File: src/common/cmo_pkg.sv
// Shared constants and types for the move, OR and return-with-literal execute block
//
// What this block does
// - OR accumulator with file 0..31 to accumulator (dest 0) or file (dest 1), update zero.
// - Store the accumulator into file register 0..31 and leave every flag alone.
// - Move file 0..31 to accumulator (dest 0) or into itself (dest 1); zero from the value.
// - Move-file write-back still updates zero, testing a register without changing it.
// - Load the 8-bit literal into the accumulator and leave every flag alone.
// - Load the option register with the whole accumulator and leave every flag alone.
// - Return loads the literal into accumulator and the stack top into PC, flags untouched.
// - Return takes two instruction cycles; the already fetched next word is discarded.
package cmo_pkg;

  // ---------------------------------------------------------------
  // Instruction word layout
  // ---------------------------------------------------------------
  localparam int INSTR_W = 12;
  localparam int DATA_W = 8;
  localparam int FADDR_W = 5;
  localparam int FADDR_LSB = 0;
  localparam int DEST_BIT = 5;
  localparam int LIT_LSB = 0;
  localparam int OP6_LSB = 6;
  localparam int OP7_LSB = 5;
  localparam int OP4_LSB = 8;

  // ---------------------------------------------------------------
  // Values after reset
  // ---------------------------------------------------------------
  localparam logic [DATA_W-1:0] ACC_RST = 8'h00;
  localparam logic [DATA_W-1:0] OPTION_RST = 8'hFF;
  localparam logic ZERO_RST = 1'b0;

  // Cycles spent by the return-with-literal instruction
  localparam int RETURN_CYCLES = 2;

  // Execute sequencer states
  typedef enum logic [0:0] {
    CMO_RUN,
    CMO_DISCARD
  } cmo_state_t;

  // Class of the instruction just executed
  typedef enum logic [2:0] {
    CMO_OP_NONE,
    CMO_OP_OR_FILE,
    CMO_OP_STORE,
    CMO_OP_MOVE_FILE,
    CMO_OP_LOAD_LIT,
    CMO_OP_LOAD_OPTION,
    CMO_OP_RETURN,
    CMO_OP_NOP
  } cmo_op_t;

  // File register write port
  typedef struct packed {
    logic we;
    logic [FADDR_W-1:0] addr;
    logic [DATA_W-1:0] data;
  } cmo_file_wr_t;

  // Program counter load, advance and pop request
  typedef struct packed {
    logic load;
    logic advance;
    logic pop;
  } cmo_pc_ctl_t;

endpackage

File: src/hw/cmo_exec.sv
// Execute stage for OR-with-file, moves, literal load, option load, no-op and return
`timescale 1ns/100ps

module cmo_exec #(
  parameter int PC_W = 9,
  // Opcode patterns; defaults follow the usual 12-bit baseline encoding
  parameter logic [5:0] OPC_OR_FILE = 6'h04,
  parameter logic [5:0] OPC_MOVE_FILE = 6'h08,
  parameter logic [6:0] OPC_STORE = 7'h01,
  parameter logic [3:0] OPC_LOAD_LIT = 4'hC,
  parameter logic [3:0] OPC_RETURN = 4'h8,
  parameter logic [11:0] OPC_NOP = 12'h000,
  parameter logic [11:0] OPC_OPTION = 12'h002
) (
  input wire logic clock,
  input wire logic rst,
  // Fetched instruction, one per clock while valid
  input wire logic instr_valid,
  input wire logic [cmo_pkg::INSTR_W-1:0] instr,
  // Read data of the file register named by instr, same cycle
  input wire logic [cmo_pkg::DATA_W-1:0] file_rdata,
  // Return address at the top of the hardware stack
  input wire logic [PC_W-1:0] stack_top,
  // File register write port
  output cmo_pkg::cmo_file_wr_t file_wr_q,
  // Accumulator, zero flag and option register
  output logic [cmo_pkg::DATA_W-1:0] accum_q,
  output logic zero_q,
  output logic zero_upd_q,
  output logic [cmo_pkg::DATA_W-1:0] option_q,
  // Program counter control
  output cmo_pkg::cmo_pc_ctl_t pc_ctl_q,
  output logic [PC_W-1:0] pc_target_q,
  // Sequencer status
  output logic discard_q,
  output cmo_pkg::cmo_op_t last_op_q,
  output logic unhandled_q
);

  // ---------------------------------------------------------------
  // Instruction field extraction
  // ---------------------------------------------------------------
  logic [5:0] op6;
  logic [6:0] op7;
  logic [3:0] op4;
  logic dest;
  logic [cmo_pkg::FADDR_W-1:0] faddr;
  logic [cmo_pkg::DATA_W-1:0] literal;

  // Slices of the instruction word
  assign op6 = instr[cmo_pkg::OP6_LSB +: 6];
  assign op7 = instr[cmo_pkg::OP7_LSB +: 7];
  assign op4 = instr[cmo_pkg::OP4_LSB +: 4];
  assign dest = instr[cmo_pkg::DEST_BIT];
  assign faddr = instr[cmo_pkg::FADDR_LSB +: cmo_pkg::FADDR_W];
  assign literal = instr[cmo_pkg::LIT_LSB +: cmo_pkg::DATA_W];

  // ---------------------------------------------------------------
  // Decode
  // ---------------------------------------------------------------
  cmo_pkg::cmo_op_t op;

  // Classify the fetched word; full-word patterns are checked first
  always_comb begin
    if (instr == OPC_NOP) begin
      op = cmo_pkg::CMO_OP_NOP;
    end else if (instr == OPC_OPTION) begin
      op = cmo_pkg::CMO_OP_LOAD_OPTION;
    end else if (op6 == OPC_OR_FILE) begin
      op = cmo_pkg::CMO_OP_OR_FILE;
    end else if (op6 == OPC_MOVE_FILE) begin
      op = cmo_pkg::CMO_OP_MOVE_FILE;
    end else if (op7 == OPC_STORE) begin
      op = cmo_pkg::CMO_OP_STORE;
    end else if (op4 == OPC_LOAD_LIT) begin
      op = cmo_pkg::CMO_OP_LOAD_LIT;
    end else if (op4 == OPC_RETURN) begin
      op = cmo_pkg::CMO_OP_RETURN;
    end else begin
      op = cmo_pkg::CMO_OP_NONE;
    end
  end

  // ---------------------------------------------------------------
  // Execute state
  // ---------------------------------------------------------------
  cmo_pkg::cmo_state_t state_q;
  cmo_pkg::cmo_state_t state_d;
  cmo_pkg::cmo_file_wr_t file_wr_d;
  logic [cmo_pkg::DATA_W-1:0] accum_d;
  logic zero_d;
  logic zero_upd_d;
  logic [cmo_pkg::DATA_W-1:0] option_d;
  cmo_pkg::cmo_pc_ctl_t pc_ctl_d;
  logic [PC_W-1:0] pc_target_d;
  logic discard_d;
  cmo_pkg::cmo_op_t last_op_d;
  logic unhandled_d;
  logic [cmo_pkg::DATA_W-1:0] or_result;

  // OR of accumulator and the addressed file register
  assign or_result = accum_q | file_rdata;

  // Next values of all architectural state and pulses
  always_comb begin
    state_d = state_q;
    file_wr_d = '0;
    accum_d = accum_q;
    zero_d = zero_q;
    zero_upd_d = 1'b0;
    option_d = option_q;
    pc_ctl_d = '0;
    pc_target_d = pc_target_q;
    discard_d = 1'b0;
    last_op_d = last_op_q;
    unhandled_d = 1'b0;
    case (state_q)
      cmo_pkg::CMO_RUN: begin
        if (instr_valid) begin
          last_op_d = op;
          pc_ctl_d.advance = 1'b1;
          case (op)
            cmo_pkg::CMO_OP_OR_FILE: begin
              if (dest) begin
                file_wr_d.we = 1'b1;
                file_wr_d.addr = faddr;
                file_wr_d.data = or_result;
              end else begin
                accum_d = or_result;
              end
              zero_d = (or_result == '0);
              zero_upd_d = 1'b1;
            end
            cmo_pkg::CMO_OP_STORE: begin
              // Flags deliberately untouched
              file_wr_d.we = 1'b1;
              file_wr_d.addr = faddr;
              file_wr_d.data = accum_q;
            end
            cmo_pkg::CMO_OP_MOVE_FILE: begin
              if (dest) begin
                // Rewrite the same value so the register is unchanged
                file_wr_d.we = 1'b1;
                file_wr_d.addr = faddr;
                file_wr_d.data = file_rdata;
              end else begin
                accum_d = file_rdata;
              end
              // Zero follows the moved value in both forms
              zero_d = (file_rdata == '0);
              zero_upd_d = 1'b1;
            end
            cmo_pkg::CMO_OP_LOAD_LIT: begin
              accum_d = literal;
            end
            cmo_pkg::CMO_OP_LOAD_OPTION: begin
              option_d = accum_q;
            end
            cmo_pkg::CMO_OP_RETURN: begin
              accum_d = literal;
              pc_ctl_d.advance = 1'b0;
              pc_ctl_d.load = 1'b1;
              pc_ctl_d.pop = 1'b1;
              pc_target_d = stack_top;
              // Second cycle throws away the prefetched word
              state_d = cmo_pkg::CMO_DISCARD;
            end
            cmo_pkg::CMO_OP_NOP: begin
              // Only the program counter moves on
              pc_ctl_d.advance = 1'b1;
            end
            default: begin
              // Not executed here; another unit owns it
              unhandled_d = 1'b1;
            end
          endcase
        end
      end
      cmo_pkg::CMO_DISCARD: begin
        // Prefetched word is dropped as a forced no-op
        discard_d = 1'b1;
        last_op_d = cmo_pkg::CMO_OP_NONE;
        state_d = cmo_pkg::CMO_RUN;
      end
      default: begin
        state_d = cmo_pkg::CMO_RUN;
      end
    endcase
  end

  // Register all state and outputs
  always_ff @(posedge clock) begin
    if (rst) begin
      state_q <= cmo_pkg::CMO_RUN;
      file_wr_q <= '0;
      accum_q <= cmo_pkg::ACC_RST;
      zero_q <= cmo_pkg::ZERO_RST;
      zero_upd_q <= 1'b0;
      option_q <= cmo_pkg::OPTION_RST;
      pc_ctl_q <= '0;
      pc_target_q <= '0;
      discard_q <= 1'b0;
      last_op_q <= cmo_pkg::CMO_OP_NONE;
      unhandled_q <= 1'b0;
    end else begin
      state_q <= state_d;
      file_wr_q <= file_wr_d;
      accum_q <= accum_d;
      zero_q <= zero_d;
      zero_upd_q <= zero_upd_d;
      option_q <= option_d;
      pc_ctl_q <= pc_ctl_d;
      pc_target_q <= pc_target_d;
      discard_q <= discard_d;
      last_op_q <= last_op_d;
      unhandled_q <= unhandled_d;
    end
  end

endmodule // cmo_exec

File: config.mk
export PLATFORM = sky130hd
export DESIGN_NAME = cmo_exec
export DESIGN_NICKNAME = d
export VERILOG_FILES = /design/src/common/cmo_pkg.sv /design/src/hw/cmo_exec.sv
export SDC_FILE = /design/constraint.sdc
export NUM_CORES = 1
export LEC_CHECK = 0
export BUFFER_PORTS_ARGS = -buffer_cell sky130_fd_sc_hd__buf_4
export CAP_MARGIN = 20
export CORE_MARGIN = 5
export CORE_UTILIZATION = 49
export CTS_BUF_LIST = sky130_fd_sc_hd__clkbuf_4
export CTS_CLUSTER_SIZE = 30
export DETAILED_ROUTE_END_ITERATION = 7
export PLACE_DENSITY = 0.84
export SLEW_MARGIN = 10
export SYNTH_ARGS = -nofsm -noshare
export SYNTH_HDL_FRONTEND = slang
export SYNTH_SLANG_ARGS = --single-unit
File: constraint.sdc
create_clock -name clock -period 2.3 [get_ports clock]
set_clock_uncertainty 0.2 [all_clocks]
set_input_delay 0.345 -clock clock [delete_from_list [all_inputs] [get_ports clock]]
set_output_delay 0.345 -clock clock [all_outputs]
set_load 0.01 [all_outputs]
# After elaboration in Yosys (flattened, before gate mapping)
# Index checks and enable logic that the tools add are counted.
dict set report totals {
  register_bits 49
  wordCells 69
}
dict set report classes {
  n_eq_ne 16
  mux 23
  bitwise 3
  n_reduce_logical 13
}
# operator count
set ops {}
lappend ops {{$pmux 14 s3} 1}
lappend ops {{$mux 14} 2}
lappend ops {{$mux 3} 8}
lappend ops {{$pmux 8 s3} 1}
lappend ops {{$logic_not 8->1} 2}
lappend ops {{$mux 8} 2}
lappend ops {{$eq 12x2->1 const B} 1}
lappend ops {{$eq 3x3->1 const B} 4}
lappend ops {{$logic_not 12->1} 1}
lappend ops {{$reduce_and 3->1} 3}
lappend ops {{$eq 4x4->1 const B} 2}
lappend ops {{$or 8x8->8} 1}
lappend ops {{$eq 7x1->1 const B} 1}
lappend ops {{$reduce_or 7->1} 1}
lappend ops {{$eq 3x2->1 const B} 2}
lappend ops {{$eq 6x3->1 const B} 1}
lappend ops {{$eq 6x4->1 const B} 1}
lappend ops {{$mux 1} 6}
lappend ops {{$ne 2x2->1 const B} 3}
lappend ops {{$pmux 3 s2} 1}
lappend ops {{$reduce_and 5->1} 1}
lappend ops {{$pmux 1 s2} 2}
lappend ops {{$reduce_or 2->1} 2}
lappend ops {{$eq 3x1->1 const B} 1}
lappend ops {{4 further kinds} 5}

# Depth between registers and ports, before layout
dict set report logic_depth {
  depth_word 12
  depth_mapped 7
  mapped_depth_nobuf 5
}

# Least setup slack after synthesis
# No wires, ideal clock.
dict set report synth_timing {
  path_kind {in2reg}
  startpoint {in instr[11] (netlist bit)}
  endpoint {reg option_q[0] (netlist bit)}
  arrival_ns 1.521
  path_slack_ns 0.460
  path_stages 5
  n_path_buf 1
  path_cell_list {nor4_4 nand4b_2 or2_1 buf_6 a211o_1}
}
dict set report synth_via {
  elab_chain_len 10
  word_cells_on_any_way 16
  cone_classes {7 x eq/ne; 7 x mux; 2 x reduce/logical}
}
# item line
set synth_lines {}
lappend synth_lines {{start: declaration} cmo_exec.sv:19} ;# input wire logic [cmo_pkg::INSTR_W-1:0] instr,
lappend synth_lines {{$eq 4x4->1} cmo_exec.sv:77} ;# end else if (op4 == OPC_RETURN) begin
lappend synth_lines {{$mux 3} cmo_exec.sv:77}
lappend synth_lines {{$mux 3} cmo_exec.sv:75} ;# end else if (op4 == OPC_LOAD_LIT) begin
lappend synth_lines {{$mux 3} cmo_exec.sv:73} ;# end else if (op7 == OPC_STORE) begin
lappend synth_lines {{$mux 3} cmo_exec.sv:71} ;# end else if (op6 == OPC_MOVE_FILE) begin
lappend synth_lines {{$mux 3} cmo_exec.sv:69} ;# end else if (op6 == OPC_OR_FILE) begin
lappend synth_lines {{$mux 3} cmo_exec.sv:67} ;# end else if (instr == OPC_OPTION) begin
lappend synth_lines {{$mux 3 (*)} cmo_exec.sv:65} ;# if (instr == OPC_NOP) begin
lappend synth_lines {{$eq 3x3->1 (*)} cmo_exec.sv:122} ;# case (op)
lappend synth_lines {{$reduce_and 3->1 (no line) (*)} n/a}
lappend synth_lines {{end signal: assignment} cmo_exec.sv:199} ;# option_q <= cmo_pkg::OPTION_RST;
lappend synth_lines {{end signal: assignment} cmo_exec.sv:211} ;# option_q <= option_d;
lappend synth_lines {{end: declaration} cmo_exec.sv:30} ;# output logic [cmo_pkg::DATA_W-1:0] option_q,
# Every way passes the cells marked *; elsewhere a longest branch is shown, timed or not.
# A chain may end at the register's enable or synchronous reset.

# Worst setup path after layout
dict set report layout_timing {
  startpoint {in instr[2] (netlist bit)}
  endpoint {reg option_q[1] (netlist bit)}
}
dict set report layout_via {
  elab_chain_len 5
  word_cells_on_any_way 6
  cone_classes {2 x eq/ne; 2 x mux; 2 x reduce/logical}
}
# item line
set layout_lines {}
lappend layout_lines {{$eq 12x2->1} cmo_exec.sv:67}
lappend layout_lines {{$mux 3} cmo_exec.sv:67}
lappend layout_lines {{$mux 3 (*)} cmo_exec.sv:65}
lappend layout_lines {{$eq 3x3->1 (*)} cmo_exec.sv:122}
lappend layout_lines {{$reduce_and 3->1 (no line) (*)} n/a}
# Marked as above.

==> flow_summary.toml <==
[setup_path]
crit_family = "simple AND/OR/NAND/NOR gates"
slowest_stage = "dlygate4sd3_1"
r2r_setup_slack_ns = 0.39
end_kind = "flip-flop"
path_class = "in -> reg"
path_cells = "dlygate4sd3_1 -> buf_4 -> nor4_1 -> nand4b_2 -> or2_1 -> a211o_1"
crit_fanout = 8
cp-start-kind = "input port"
r2r-end = "file_wr_q[12]"
cpPeakStageDelay_ns = 0.54
worstPathArrival_ns = 2.23
cp.buffers_inverters = 2
critPathRequiredTime_ns = 2.37
rr_startpoint = "state_q"
worst-r2r-cell-count = 5

[layout]
mostFrequentLayoutCell = "buf_4"
multiInputGateArea_um2 = 860
nFillCells = 328
seqCellArea_um2 = 981
areaGrowthSynthToFinish_pct = 39.1
fin_nets = 336
drive_gt1_share_pct = 33.4
layout_common_cells = "buf_4, dfxtp_1, nor2_1, a21oi_1, nand2_1"
antennaDiodeCount = 0

[synth]
ys_seq_area_share_pct = 50.6
synth_fp_nets = 252
syn_inst = 220
synth_area_per_cell_um2 = 8.80
synth_edf_count = 0
ys.flop_type = "dfxtp_1"
syn_area_um2 = 1940
synth_cell_types = 37
ys_warn_count = 0
yosys_register_bits = 49
async_reset_ff_share_pct = 0

[route]
first_pass_iters = 4
vias = 1887
drcViolationCount = 0
wire_per_inst_um = 15.0
dr.first_iter.drc_count = 174
wirelength_um = 5280
via_per_inst = 5.35
drtAntennaViolNets = 0

[power]
p_seq_share_pct = 56.3
p_switching_uw = 375
p_leak_uw = 0.00113
p_int_uw = 1170
finalPower_uw = 1550
clkPwrFrac_pct = 31.7
power_density_nw_per_um2 = 575
combPwrFrac_pct = 12.0
vdd_drop_max_mv = 0.437
swShare_pct = 24.2

[global_route]
track_usage_pct = 19.9
grt_max_degree = 26
grt_pass1_wl_um = 8340
overflow = 0
grt_pass1_vias = 1773
antenna_found_initial = 0

[min_path]
worstHoldStart = "stack_top[2]"
hold_class = "in -> reg"
hold_end = "pc_target_q[2]"
hold_depth = 3

[floorplanning]
initial_core_util_pct = 51.7
die_w_um = 72.9
die_area_um2 = 5310
io_pins = 81
design.core.area_um2 = 3740
die_height_um = 72.9
rows = 22

[timing]
rsz0062_at_grt = "false"
slew_headroom_pct = 56.4
fin_tns_setup_ns = 0
period_minus_slack_ns = 2.16
finalHoldViolCount = 0
worstMarginPinSlew_ns = 0.645
worst_slack_ns = 0.141
max_freq_mhz = 463
setup_viol = 0
timing.final.crit_share_pct = 93.9
drv_slew = 0
fin_hold_ws_ns = 0.0109

[cts]
cts_tree = "done"
h-tree-depth = 2
cts_sinks = 49
clock_latency_ns = 0.37
cts_buffers = 5
clockBufferDepth = 2
root_buffer = "clkbuf_4"
postCtsSetupBuffers = 0
cts.reportedPaths.clkPinSlew_ns = 0.13

[status]
status = "complete, no violations"

[placed_design]
gp_congestion = 0.979
dpl.hpwl_um = 3950
port_buffers = 80
dp_slack_ns = 0.276

[job]
cap_violations = 0
[per-stage QoR]
| stage | util (%) | cell area (um^2) | instances |
|---|---|---|---|
| floorplan | - | 1940 | 220 |
| global placement | 68.8 | 2580 | 341 |
| detailed placement | 68.8 | 2580 | 341 |
| CTS | 71.5 | 2680 | 351 |
| global route | 72.0 | 2700 | 353 |
| finish | 72.0 | 2700 | 353 |
[timing repair]
action / in CTS / in global routing
setup endpoints to repair: 0 / 0
resized for setup: 0 / 0
hold buffers: 2 / 2
hold endpoints to repair: 2 / 2
[power by group through the flow]
stage / Clock [uW] / Combinational, uW / Sequential [uW]
CTS: 498 / 181 / 871
global placement: 0 / 174 / 890
detailed placement: 0 / 177 / 890
floorplan: 0 / 73.6 / 894
finish: 491 / 186 / 872
global route: 531 / 200 / 874
[worst min-delay path, cell delays in order]
cell	delay (ns)
buf_4	0.11
nand2_1	0.04
a21oi_1	0.05
[logic make-up (layout without fill, tap and decap cells)]
kind of cell	Yosys count	count (layout)	synth area share, %
compound gates	58	58	18.5
xor+xnor	1	1	0.452
simple gates	90	90	25.5
flops	49	49	50.6
buf+inv	22	107	4.97
[cells in the mapped netlist, drive strengths merged, types with 2 or more instances]
| cell type | instances | area (um^2) |
|---|---|---|
| nor4b | 2 | 17.5 |
| a22oi | 8 | 60.1 |
| nand2 | 22 | 82.6 |
| nor2 | 28 | 105 |
| a31oi | 2 | 12.5 |
| or3b | 3 | 26.3 |
| dfxtp | 49 | 981 |
| buf | 4 | 28.8 |
| nor3 | 11 | 60.1 |
| and2 | 4 | 25.0 |
| a21oi | 26 | 130 |
| clkbuf | 8 | 30.0 |
| a211o | 8 | 70.1 |
| inv | 10 | 37.5 |
| nor2b | 4 | 25.0 |
| nor4 | 7 | 73.8 |
| o21ai | 10 | 50.1 |
[worst max path at each step]
stage	start	slack (ns)	endpoint	depth (start not counted)
floorplan	instr[11]	0.46	option_q[0]	5
global route	instr[2]	0.09	option_q[4]	6
detailed placement	instr[11]	0.28	accum_q[2]	5
finish	instr[2]	0.14	option_q[1]	6
global placement	instr[9]	0.30	pc_target_q[8]	5
CTS	instr[2]	0.15	option_q[1]	6
[flip-flops by register name (all words and copies together), names as in the netlist]
register and flops:
accum_q 8, discard_q 1, file_wr_q 14, last_op_q 3, option_q 8, pc_ctl_q 2
pc_target_q 9, state_q 1, unhandled_q 1, zero_q 1, zero_upd_q 1
[layer usage]
metal  up-vias  GRT usage, %  routed length [um]
met5         -             0                   0
li1        943             -                   -
met4         0          7.17                  80
met3        10          4.41                 558
met2        99          32.5                2440
met1       835          25.7                2200
[cell type report]
type                            count  area share [%]
Sequential cell                    49            36.4
Clock inverter                      3            1.53
Timing Repair Buffer               89            25.2
Tap cell                           48            2.23
Inverter                           10            1.39
Clock buffer                        5            1.39
Multi-Input combinational cell    149            31.9
Note: power is estimated with default switching activity, not from simulation.
